<file path="src/shift_store_pkg.sv">
// Constants and carrier types for the serial shift-and-store block.
// Assumes a single 100 MHz system clock; all pins are sampled into it.
// Functional notes
// - The block holds an eight-stage serial shift chain, an equal storage register and three-state parallel outputs.
// - The shift chain moves only on the shift clock and the storage register only on the transfer strobe.
// - Each rising shift clock edge moves every stage one place on and loads serial data into the first stage.
// - The fast cascade output updates at the rising shift clock edge.
// - The slow cascade output takes the same bit at the following falling shift clock edge.
// - At each rising edge the seventh stage passes into the eighth stage and onto the fast cascade output.
// - At a rising edge the fast cascade output shows what stage seven held just before that edge.
// - At a falling edge the slow cascade output shows what stage eight held just before that edge.
// - While the strobe is high storage follows the shift chain, while low it holds.
// - While output enable is high the parallel outputs drive the storage contents.
// - While output enable is low every parallel output is released.
// - Output enable never alters either register and the cascade outputs keep running while disabled.
package shift_store_pkg;

    // ************************************************************
    // Sizes and reset values
    // ************************************************************
    localparam int          STAGES      = 8;
    localparam int          FIFO_DEPTH  = 16;
    localparam logic [7:0]  STAGE_RST   = 8'h00;
    localparam logic        BIT_RST     = 1'b0;
    localparam int          FIRST_STAGE = 0;
    localparam int          SIX_IDX     = 5;  // Stage six, counted from one
    localparam int          SEVEN_IDX   = 6;  // Stage seven
    localparam int          EIGHT_IDX   = 7;  // Stage eight

    // Synchronised pin sample
    typedef struct packed {
        logic shift_clock;
        logic serial_in;
        logic transfer_strobe;
        logic output_enable;
    } pins_s;

    // Whole block state
    typedef struct packed {
        pins_s                  meta;
        pins_s                  sync;
        logic                   clk_prev;
        logic [STAGES-1:0]      stage;
        logic [STAGES-1:0]      store;
        logic                   cascade_out_fast;
        logic                   cascade_out_slow;
        logic [STAGES-1:0]      parallel_out;
        logic [STAGES-1:0]      parallel_oe;
        logic                   strobe_prev;
        logic                   word_drop;
        logic                   word_valid;
        logic [STAGES-1:0]      word_data;
    } state_s;

endpackage

</file>
<file path="src/shift_store_fifo.sv">
// Word FIFO with valid/ready on both sides.
// Assumes one clock; a write and a read may fall in the same cycle.
module shift_store_fifo #(
    parameter int WIDTH = 8,
    parameter int DEPTH = 16
) (
    input  wire logic             i_clk,
    input  wire logic             i_rst_b,
    input  wire logic             i_in_valid,
    output logic                  o_in_ready,
    input  wire logic [WIDTH-1:0] i_in_data,
    output logic                  o_out_valid,
    input  wire logic             i_out_ready,
    output logic      [WIDTH-1:0] o_out_data
);
    localparam int AW = $clog2(DEPTH);

    typedef struct packed {
        logic [AW-1:0] wr_ptr;
        logic [AW-1:0] rd_ptr;
        logic [AW:0]   count;
    } fifo_s;

    logic [WIDTH-1:0] mem [DEPTH];
    fifo_s            st_r;
    fifo_s            st_nxt;
    logic             push;
    logic             pop;

    // Handshakes; full and empty come straight from the count
    assign o_in_ready  = (st_r.count != (AW+1)'(DEPTH));
    assign o_out_valid = (st_r.count != '0);
    assign o_out_data  = mem[st_r.rd_ptr];
    assign push        = i_in_valid && o_in_ready;
    assign pop         = o_out_valid && i_out_ready;

    // Pointer and count update
    always_comb
    begin
        st_nxt = st_r;
        if (push)
        begin
            st_nxt.wr_ptr = st_r.wr_ptr + 1'b1;
        end
        if (pop)
        begin
            st_nxt.rd_ptr = st_r.rd_ptr + 1'b1;
        end
        st_nxt.count = st_r.count + (AW+1)'(push) - (AW+1)'(pop);
    end

    always_ff @(posedge i_clk or negedge i_rst_b)
    begin
        if (!i_rst_b)
        begin
            st_r <= '0;
        end
        else
        begin
            st_r <= st_nxt;
        end
    end

    // Storage has no reset; only the pointers and count need one
    always_ff @(posedge i_clk)
    begin
        if (push)
        begin
            mem[st_r.wr_ptr] <= i_in_data;
        end
    end

endmodule

</file>
<file path="src/serial_shift_store_register.sv">
// Serial-in shift chain with storage register and three-state parallel outputs.
// Pins arrive asynchronously; shift clock edges are found by oversampling at 100 MHz,
// so the shift clock must stay high and low for at least three system cycles each.
module serial_shift_store_register (
    input  wire logic       i_clk,
    input  wire logic       i_rst_b,
    input  wire logic       i_shift_clock,
    input  wire logic       i_serial_in,
    input  wire logic       i_transfer_strobe,
    input  wire logic       i_output_enable,
    input  wire logic       i_word_ready,
    output logic      [7:0] o_parallel_out,
    output logic      [7:0] o_parallel_oe,
    output logic            o_cascade_out_fast,
    output logic            o_cascade_out_slow,
    output logic            o_word_valid,
    output logic      [7:0] o_word_data,
    output logic            o_word_drop
);
    shift_store_pkg::state_s st_r;
    shift_store_pkg::state_s st_nxt;
    logic                    rise;
    logic                    fall;
    logic                    fifo_ready;
    logic                    word_push;
    logic                    out_valid;
    logic [7:0]              out_data;

    // ************************************************************
    // Edge detection on the synchronised shift clock
    // ************************************************************
    // Only the second sync stage is looked at, never the first
    assign rise = st_r.sync.shift_clock && !st_r.clk_prev;
    assign fall = !st_r.sync.shift_clock && st_r.clk_prev;

    // ************************************************************
    // Next-state logic
    // ************************************************************
    always_comb
    begin
        st_nxt           = st_r;
        st_nxt.meta      = '{i_shift_clock, i_serial_in, i_transfer_strobe, i_output_enable};
        st_nxt.sync      = st_r.meta;
        st_nxt.clk_prev  = st_r.sync.shift_clock;
        // Shift chain moves only on the shift clock rise
        if (rise)
        begin
            st_nxt.stage = {st_r.stage[shift_store_pkg::SEVEN_IDX:0],
                            st_r.sync.serial_in};
            st_nxt.cascade_out_fast = st_r.stage[shift_store_pkg::SEVEN_IDX];
        end
        // Slow cascade copies the last stage half a clock later
        if (fall)
        begin
            st_nxt.cascade_out_slow = st_r.stage[shift_store_pkg::EIGHT_IDX];
        end
        // Transparent storage while strobe is high; tracks the newly shifted value too
        if (st_r.sync.transfer_strobe)
        begin
            st_nxt.store = st_nxt.stage;
        end
        // Enable only gates the pins, never the registers
        st_nxt.parallel_out = st_nxt.store;
        st_nxt.parallel_oe  = {shift_store_pkg::STAGES{st_r.sync.output_enable}};
        // Remember the strobe so that only its rise queues a word
        st_nxt.strobe_prev  = st_r.sync.transfer_strobe;
        // A full FIFO loses the word; the pins are never held up for it
        st_nxt.word_drop    = word_push && !fifo_ready;
        // Output slot: drain on ready, refill only while the consumer is ready
        if (st_r.word_valid)
        begin
            st_nxt.word_valid = !i_word_ready;
        end
        else if (out_valid && i_word_ready)
        begin
            st_nxt.word_valid = 1'b1;
            st_nxt.word_data  = out_data;
        end
    end

    // ************************************************************
    // State register
    // ************************************************************
    always_ff @(posedge i_clk or negedge i_rst_b)
    begin
        if (!i_rst_b)
        begin
            st_r <= '0;
        end
        else
        begin
            st_r <= st_nxt;
        end
    end

    // ************************************************************
    // Word stream: each strobe rise queues the shift chain byte
    // ************************************************************
    // A full FIFO drops the word and flags it; the pins are never stalled
    assign word_push = st_r.sync.transfer_strobe && !st_r.strobe_prev;

    shift_store_fifo #(
        .WIDTH (shift_store_pkg::STAGES),
        .DEPTH (shift_store_pkg::FIFO_DEPTH)
    ) u_fifo (
        .i_clk       (i_clk),
        .i_rst_b     (i_rst_b),
        .i_in_valid  (word_push),
        .o_in_ready  (fifo_ready),
        .i_in_data   (st_r.stage),
        .o_out_valid (out_valid),
        .i_out_ready (i_word_ready && !o_word_valid),
        .o_out_data  (out_data)
    );

    // Every output is a field of the state register
    assign o_parallel_out     = st_r.parallel_out;
    assign o_parallel_oe      = st_r.parallel_oe;
    assign o_cascade_out_fast = st_r.cascade_out_fast;
    assign o_cascade_out_slow = st_r.cascade_out_slow;
    assign o_word_drop        = st_r.word_drop;
    assign o_word_valid       = st_r.word_valid;
    assign o_word_data        = st_r.word_data;

    // ************************************************************
    // Checks
    // ************************************************************
    // Shift side: the first stage, every later stage and both cascades
    AST_SHIFT_IN: assert property (@(posedge i_clk) disable iff (!i_rst_b)
        rise |=> st_r.stage[shift_store_pkg::FIRST_STAGE] == $past(st_r.sync.serial_in))
        else $error("first stage did not load serial data");

    // One check per stage after the first; a stage that skips or repeats a bit trips here
    for (genvar g = shift_store_pkg::FIRST_STAGE + 1; g < shift_store_pkg::STAGES; g++)
    begin : g_stage_chk
        AST_STAGE_MOVE: assert property (@(posedge i_clk) disable iff (!i_rst_b)
            rise |=> st_r.stage[g] == $past(st_r.stage[g-1]))
            else $error("shift stage did not take its neighbour");
    end

    AST_LAST_STAGE: assert property (@(posedge i_clk) disable iff (!i_rst_b)
        rise |=> st_r.stage[shift_store_pkg::EIGHT_IDX] == o_cascade_out_fast)
        else $error("last stage and fast cascade disagree after rise");

    AST_FAST: assert property (@(posedge i_clk) disable iff (!i_rst_b)
        rise |=> o_cascade_out_fast == $past(st_r.stage[shift_store_pkg::SEVEN_IDX]))
        else $error("fast cascade wrong after rise");

    AST_FAST_HOLD: assert property (@(posedge i_clk) disable iff (!i_rst_b)
        !rise |=> $stable(o_cascade_out_fast))
        else $error("fast cascade moved without rise");

    AST_SLOW: assert property (@(posedge i_clk) disable iff (!i_rst_b)
        fall |=> o_cascade_out_slow == $past(st_r.stage[shift_store_pkg::EIGHT_IDX]))
        else $error("slow cascade wrong after fall");

    // The slow copy may only move at a fall, never at a rise
    AST_SLOW_HOLD: assert property (@(posedge i_clk) disable iff (!i_rst_b)
        !fall |=> $stable(o_cascade_out_slow))
        else $error("slow cascade moved without fall");

    AST_CHAIN_HOLD: assert property (@(posedge i_clk) disable iff (!i_rst_b)
        !rise |=> $stable(st_r.stage))
        else $error("shift chain moved without rise");

    // Cascading must keep working with the parallel pins released
    AST_CASCADE_OFF: assert property (@(posedge i_clk) disable iff (!i_rst_b)
        !st_r.sync.output_enable && rise
            |=> o_cascade_out_fast == $past(st_r.stage[shift_store_pkg::SEVEN_IDX]))
        else $error("fast cascade stalled while disabled");

    AST_OE_REGS: assert property (@(posedge i_clk) disable iff (!i_rst_b)
        $changed(st_r.sync.output_enable) && !rise && !st_r.sync.transfer_strobe
            |=> $stable(st_r.stage) && $stable(st_r.store))
        else $error("enable change disturbed a register");

    // Storage side
    AST_STORE_HOLD: assert property (@(posedge i_clk) disable iff (!i_rst_b)
        !st_r.sync.transfer_strobe |=> $stable(st_r.store))
        else $error("storage changed with strobe low");

    AST_STORE_FOLLOW: assert property (@(posedge i_clk) disable iff (!i_rst_b)
        st_r.sync.transfer_strobe |=> st_r.store == st_r.stage)
        else $error("storage not transparent with strobe high");

    AST_PAR_OUT: assert property (@(posedge i_clk) disable iff (!i_rst_b)
        st_r.sync.transfer_strobe && !rise |=> o_parallel_out == $past(st_r.stage))
        else $error("outputs do not show storage");

    AST_OE_ON: assert property (@(posedge i_clk) disable iff (!i_rst_b)
        st_r.sync.output_enable |=> o_parallel_oe == '1)
        else $error("outputs not driven while enabled");

    AST_OE_OFF: assert property (@(posedge i_clk) disable iff (!i_rst_b)
        !st_r.sync.output_enable |=> o_parallel_oe == '0)
        else $error("outputs driven while disabled");

    // A fall may only let a transparent store catch up, never shift it
    AST_FALL_PAR: assert property (@(posedge i_clk) disable iff (!i_rst_b)
        fall |=> $stable(o_parallel_out) || o_parallel_out == $past(st_r.stage))
        else $error("falling edge changed parallel outputs");

    // Word stream: a held word stays put, a lost word is always flagged
    AST_WORD_HOLD: assert property (@(posedge i_clk) disable iff (!i_rst_b)
        o_word_valid && !i_word_ready |=> o_word_valid && $stable(o_word_data))
        else $error("word changed before it was taken");

    AST_DROP: assert property (@(posedge i_clk) disable iff (!i_rst_b)
        word_push && !fifo_ready |=> o_word_drop)
        else $error("full queue lost a word silently");

    AST_NO_DROP: assert property (@(posedge i_clk) disable iff (!i_rst_b)
        !(word_push && !fifo_ready) |=> !o_word_drop)
        else $error("drop flagged without a lost word");

endmodule

</file>
<file path="config.mk">
export PLATFORM = sky130hd
export DESIGN_NAME = serial_shift_store_register
export DESIGN_NICKNAME = d
export VERILOG_FILES = /design/src/shift_store_pkg.sv /design/src/shift_store_fifo.sv /design/src/serial_shift_store_register.sv
export SDC_FILE = /design/constraint.sdc
export NUM_CORES = 1
export LEC_CHECK = 0
export ABC_AREA = 1
export CAP_MARGIN = 40
export CORE_UTILIZATION = 40
export CTS_BUF_LIST = sky130_fd_sc_hd__clkbuf_8
export CTS_CLUSTER_SIZE = 14
export DETAILED_ROUTE_END_ITERATION = 10
export DONT_BUFFER_PORTS = 1
export HOLD_SLACK_MARGIN = 0.12
export PLACE_DENSITY = 0.61
export SLEW_MARGIN = 0
export SYNTH_ARGS = -nofsm -noshare
export SYNTH_HDL_FRONTEND = slang
export SYNTH_HIERARCHICAL = 1
export SYNTH_SLANG_ARGS = --single-unit
export TNS_END_PERCENT = 1
</file>
<file path="constraint.sdc">
create_clock -name i_clk -period 2.1 [get_ports i_clk]
set_input_delay 0.21 -clock i_clk [delete_from_list [all_inputs] [get_ports i_clk]]
set_output_delay 0.21 -clock i_clk [all_outputs]
set_load 0.02 [all_outputs]
</file>
== After elaboration in Yosys (flattened, before gate mapping) ==
Memories as Yosys holds them, arrays and structs flattened.
Index checks and enable logic that the tools add are counted.
Word-level totals
  bits in registers: 52
  memory bits (writable): 128
  input port bits: 7
  memories kept: 1
Memories
  u_fifo.mem: depth 16, width 8, rd ports 1, clocked after Yosys merged registers in 0, write ports 1, line shift_store_fifo.sv:24  | logic [WIDTH-1:0] mem [DEPTH];
Operators by class
  add/subtract/negate cells: 4
  equality and inequality tests: 1
  multiplexer cells: 5
  bitwise gates (word level): 1
  reduce and logical (&&, ||, !) cells: 16
Operator list (count)
  two-way mux 9 bit: 1
  adder 4 x 1 -> 4 bit, second input constant: 2
  logical AND 1 bit: 8
  two-way mux 8 bit: 1
  logical NOT 1 bit: 6
  adder 5 x 1 -> 5 bit: 1
  inequality test 5 bit, second input constant: 1
  nonzero test 5 bit: 1
  subtractor 5 x 1 -> 5 bit: 1
  two-way mux 1 bit: 3
  AND reduction 2 bit: 1
  NOT 1 bit: 1

== Depth between registers and ports, before layout ==
  depth after elaboration: 5
  depth in mapped cells: 15
  depth with buffers taken out: 15

== Modules after synthesis ==
The synthesis kept the hierarchy.
Modules (own cells, without submodules)
  shift_store_fifo: times used 1, cells an instance 605, area each 6204.7 um^2, seq. area each 4169.0 um^2
  serial_shift_store_register: times used 1, cells an instance 163, area each 1695.4 um^2, seq. area each 975.9 um^2

== Worst setup path before layout ==
OpenSTA, ideal clock, no wires.
  path kind: reg2reg
  start: register u_fifo/st_r[3] in the netlist's numbering
  end: register u_fifo/st_r[4] in the netlist's numbering
  library setup time: 0.118 ns
  data arrival time: 2.143 ns
  path slack: -0.161 ns
  cell stages (with the launch flop): 15
  buffers on the path: 0
  clock period less this slack: 2.261 ns
  cell sequence: dfrtp_1 > inv_1 > ha_1 > nand4_1 > nand2_1 > inv_1 > ha_1 > inv_1 > ha_1 > inv_1 > fa_1 > o21ai_0 > nand2_1 > nand3b_1 > nand2_1
RTL lines
  start: declaration: line shift_store_fifo.sv:25  | fifo_s st_r;
  start signal: assignment: line shift_store_fifo.sv:60  | st_r <= st_nxt;

==> flow_summary.json <==
{
  "die_h_um": 143,
  "cts_tree": "built",
  "clk_pin_slew_ns": 0.10,
  "die_w_um": 143,
  "dp_hpwl_um": 10700,
  "clock_power_share_pct": 21.6,
  "slew-limit-headroom_pct": 53.2,
  "critPathKind": "reg -> reg",
  "core_area_sq_um": 19400,
  "grt.busiest_layer": "met2",
  "vias": 4866,
  "final_antenna_net_count": 0,
  "worstPathRequired_ns": 2.48,
  "clockBufferDepth": 2,
  "post-route-period-util_pct": 101,
  "multi_input_area_sq_um": 2140,
  "syn_nets": 787,
  "combPwrFrac_pct": 33.2,
  "fin_nets": 813,
  "grt_pass1_wl_um": 25700,
  "skew_ns": 0.0165,
  "p_leak_nw": 3.81,
  "seqPwrFrac_pct": 45.2,
  "cts.sinks": 180,
  "drt-total-wl_um": 16300,
  "drive_gt1_share_pct": 14.7,
  "dieArea_sq_um": 20300,
  "row_count": 51,
  "worstMarginPinSlew_ns": 0.702,
  "cts_buffers": 17,
  "io_buffers": 0,
  "rsz0062_at_grt": "yes",
  "power_density_nw_per_um2": 1210,
  "avgViaCountPerCell": 4.54,
  "slew_violations": 0,
  "seq_area_sq_um": 5150,
  "outcome": "finished with violations",
  "drt-wirelength-per-cell_um": 15.2,
  "syn-mean-instance-area_sq_um": 10.3,
  "gp_congestion": 0.809,
  "p_int_w": 0.00643,
  "grt_use_met1_pct": 25.3,
  "post-route-min-period_ns": 2.11,
  "post-place-cells": 1028,
  "cts.htree.levels": 4,
  "switching_power_w": 0.00418,
  "met3_usage_pct": 3.87,
  "synth_area_leader_cell": "edfxtp_1",
  "synth_top_area_share_pct": 48.7,
  "synth_seq_area_share_pct": 65.1,
  "switching_share_pct": 39.4,
  "stdcell_count": 1072,
  "ys_seq_elements": 180,
  "crit_arrival_ns": 2.49,
  "drt-initial-drc-count": 492,
  "hold_class": "in -> async",
  "hold_viol_final": 0,
  "violations": "setup timing",
  "setup_viol": 1,
  "clk_latency_ns": 0.48,
  "syn_inst": 768,
  "overflow": 0,
  "cts_root_buf": "clkbuf_8",
  "endpoint_kind": "flop",
  "first_global_vias": 4573,
  "maxCapViolations": 0,
  "drc": 0,
  "ioPinCount": 35,
  "start_util_pct": 40.7,
  "grt_max_degree": 82,
  "antenna_found_initial": 0,
  "power.total_w": 0.0106,
  "area_growth_pct": 11.4,
  "use_met2_pct": 25.8,
  "dr.pass1.iters": 4,
  "ys_warn_count": 6,
  "synth_cell_types": 28,
  "path_max_fanout": 2,
  "nFillCells": 1842,
  "setup_ws_ns": -0.0145,
  "synth_area_leaders": "edfxtp_1, dfrtp_1, nand2_1",
  "timing.fmax_mhz": 473,
  "synth_area_sq_um": 7900,
  "ir_drop_mv": 0.566,
  "startpoint_type": "flop",
  "gr-usage-all-layers_pct": 17.3,
  "post-route-util_pct": 45.4,
  "antennaDiodeCount": 0
}
[cell usage after synthesis]
| cell type | n |
|---|---|
| nand2_1 | 269 |
| edfxtp_1 | 128 |
| inv_1 | 76 |
| nor2_1 | 67 |
| nand3_1 | 66 |
| dfrtp_1 | 52 |
| buf_4 | 27 |
| buf_2 | 13 |
| ha_1 | 11 |
| and2_1 | 7 |
| inv_2 | 7 |
| nand3_2 | 7 |
| o21ai_0 | 6 |
| xor2_1 | 6 |
| buf_6 | 4 |
| clkbuf_1 | 3 |
| nand2_2 | 3 |
| xnor2_1 | 3 |
| clkbuf_8 | 2 |
| nand2_4 | 2 |
| nand4_1 | 2 |
| fa_1 | 1 |
| nand3_4 | 1 |
| nand3b_1 | 1 |
| nor2_4 | 1 |
| nor2_8 | 1 |
| nor3_1 | 1 |
| o21ai_1 | 1 |
[flip-flops by register name, summed over array words and instances, names as in the netlist]
signal	flops
o_cascade_out_fast	1
o_cascade_out_slow	1
o_parallel_oe	1
o_parallel_out	8
o_word_data	8
o_word_drop	1
o_word_valid	1
st_nxt	7
st_r	11
u_fifo/mem	128
u_fifo/st_r	13
[stage by stage]
stage	TNS (ns)	setup slack [ns]	hold WS [ns]	instance area (sq um)
6_report	-0.0145	-0.0145	0.272	8800
5_1_grt	-0.171	-0.151	0.235	8800
4_1_cts	-0.000529	-0.000529	0.241	8780
3_5_place_dp	-0.114	-0.0957	-0.0847	8260
3_3_place_gp	-0.0429	-0.0429	-0.0844	8260
2_1_floorplan	0	0.00213	-0.0856	7930
[logic make-up (layout without fill, tap and decap cells)]
family	Yosys count	count (layout)	share of synthesized area, %
compound gates	7	7	0.443
xor+xnor	9	9	0.998
fa+ha+maj	12	12	2.00
buf+inv	132	171	8.39
flops	180	180	65.1
simple gates	428	428	23.0
[cells in the final DEF (no fill, tap or decap), drive strengths merged]
cell type,n
dfrtp,52
clkinvlp,1
clkbuf,18
nor2,69
xnor2,3
and2,7
o21ai,7
edfxtp,128
dlygate4sd3,6
inv,92
ha,11
nor3,1
nand3,74
nand4,2
buf,50
clkinv,4
nand3b,1
xor2,6
nand2,274
fa,1
[worst paths after layout]
kind,from,endpoint,slack (ns),depth (start not counted)
worst min register to register,st_nxt[49]$_DFF_PN0_,st_nxt[45]$_DFF_PN0_,0.34,0
min in group i_clk,i_serial_in,st_nxt[48]$_DFF_PN0_,0.28,1
worst max register to register,u_fifo/st_r[2]$_DFF_PN0_,u_fifo/st_r[4]$_DFF_PN0_,-0.01,13
worst min-delay path,i_rst_b,u_fifo/st_r[0]$_DFF_PN0_,0.27,2
max in group asynchronous,i_rst_b,st_nxt[49]$_DFF_PN0_,1.58,2
worst max-delay path,u_fifo/st_r[2]$_DFF_PN0_,u_fifo/st_r[4]$_DFF_PN0_,-0.01,13
[layer usage]
| metal | vias up | wire length (um) |
|---|---|---|
| met5 | - | 0 |
| met4 | 0 | 147 |
| met3 | 12 | 856 |
| met2 | 105 | 7570 |
| met1 | 2272 | 7730 |
| li1 | 2477 | - |
[cell type report]
cell class / count / area share [%]
Tap cell: 265 / 3.77
Clock inverter: 14 / 1.54
Timing Repair Buffer: 56 / 5.46
Multi-Input combinational cell: 456 / 24.3
Inverter: 83 / 3.61
Sequential cell: 180 / 58.5
Clock buffer: 18 / 2.81
[power by group through the flow]
stage	clock, W	combinational, W	sequential (W)
finish	0.00229	0.00352	0.00480
global route	0.00250	0.00398	0.00485
CTS	0.00234	0.00350	0.00480
global placement	0	0.00337	0.00486
detailed placement	0	0.00339	0.00487
floorplan	0	0.00267	0.00464
[critical path, stage by stage, from the launching register on]
cell      delay (ns)
dfrtp_1         0.40
inv_2           0.08
ha_4            0.13
nand4_1         0.13
nand2_2         0.14
ha_4            0.22
inv_4           0.05
ha_4            0.12
inv_2           0.04
fa_2            0.37
o21ai_2         0.13
nand2_1         0.08
nand3b_1        0.09
nand2_1         0.05
[repair_timing]
action / in CTS / in global routing
pin swaps: 6 / 5
gates resized for setup: 4 / 3
setup buffers: 3 / 2
endpoints found under the setup margin: 2 / 18
hold buffers: 7 / 0
hold endpoints to repair: 58 / 0
Note: power is estimated with default switching activity, not from simulation.
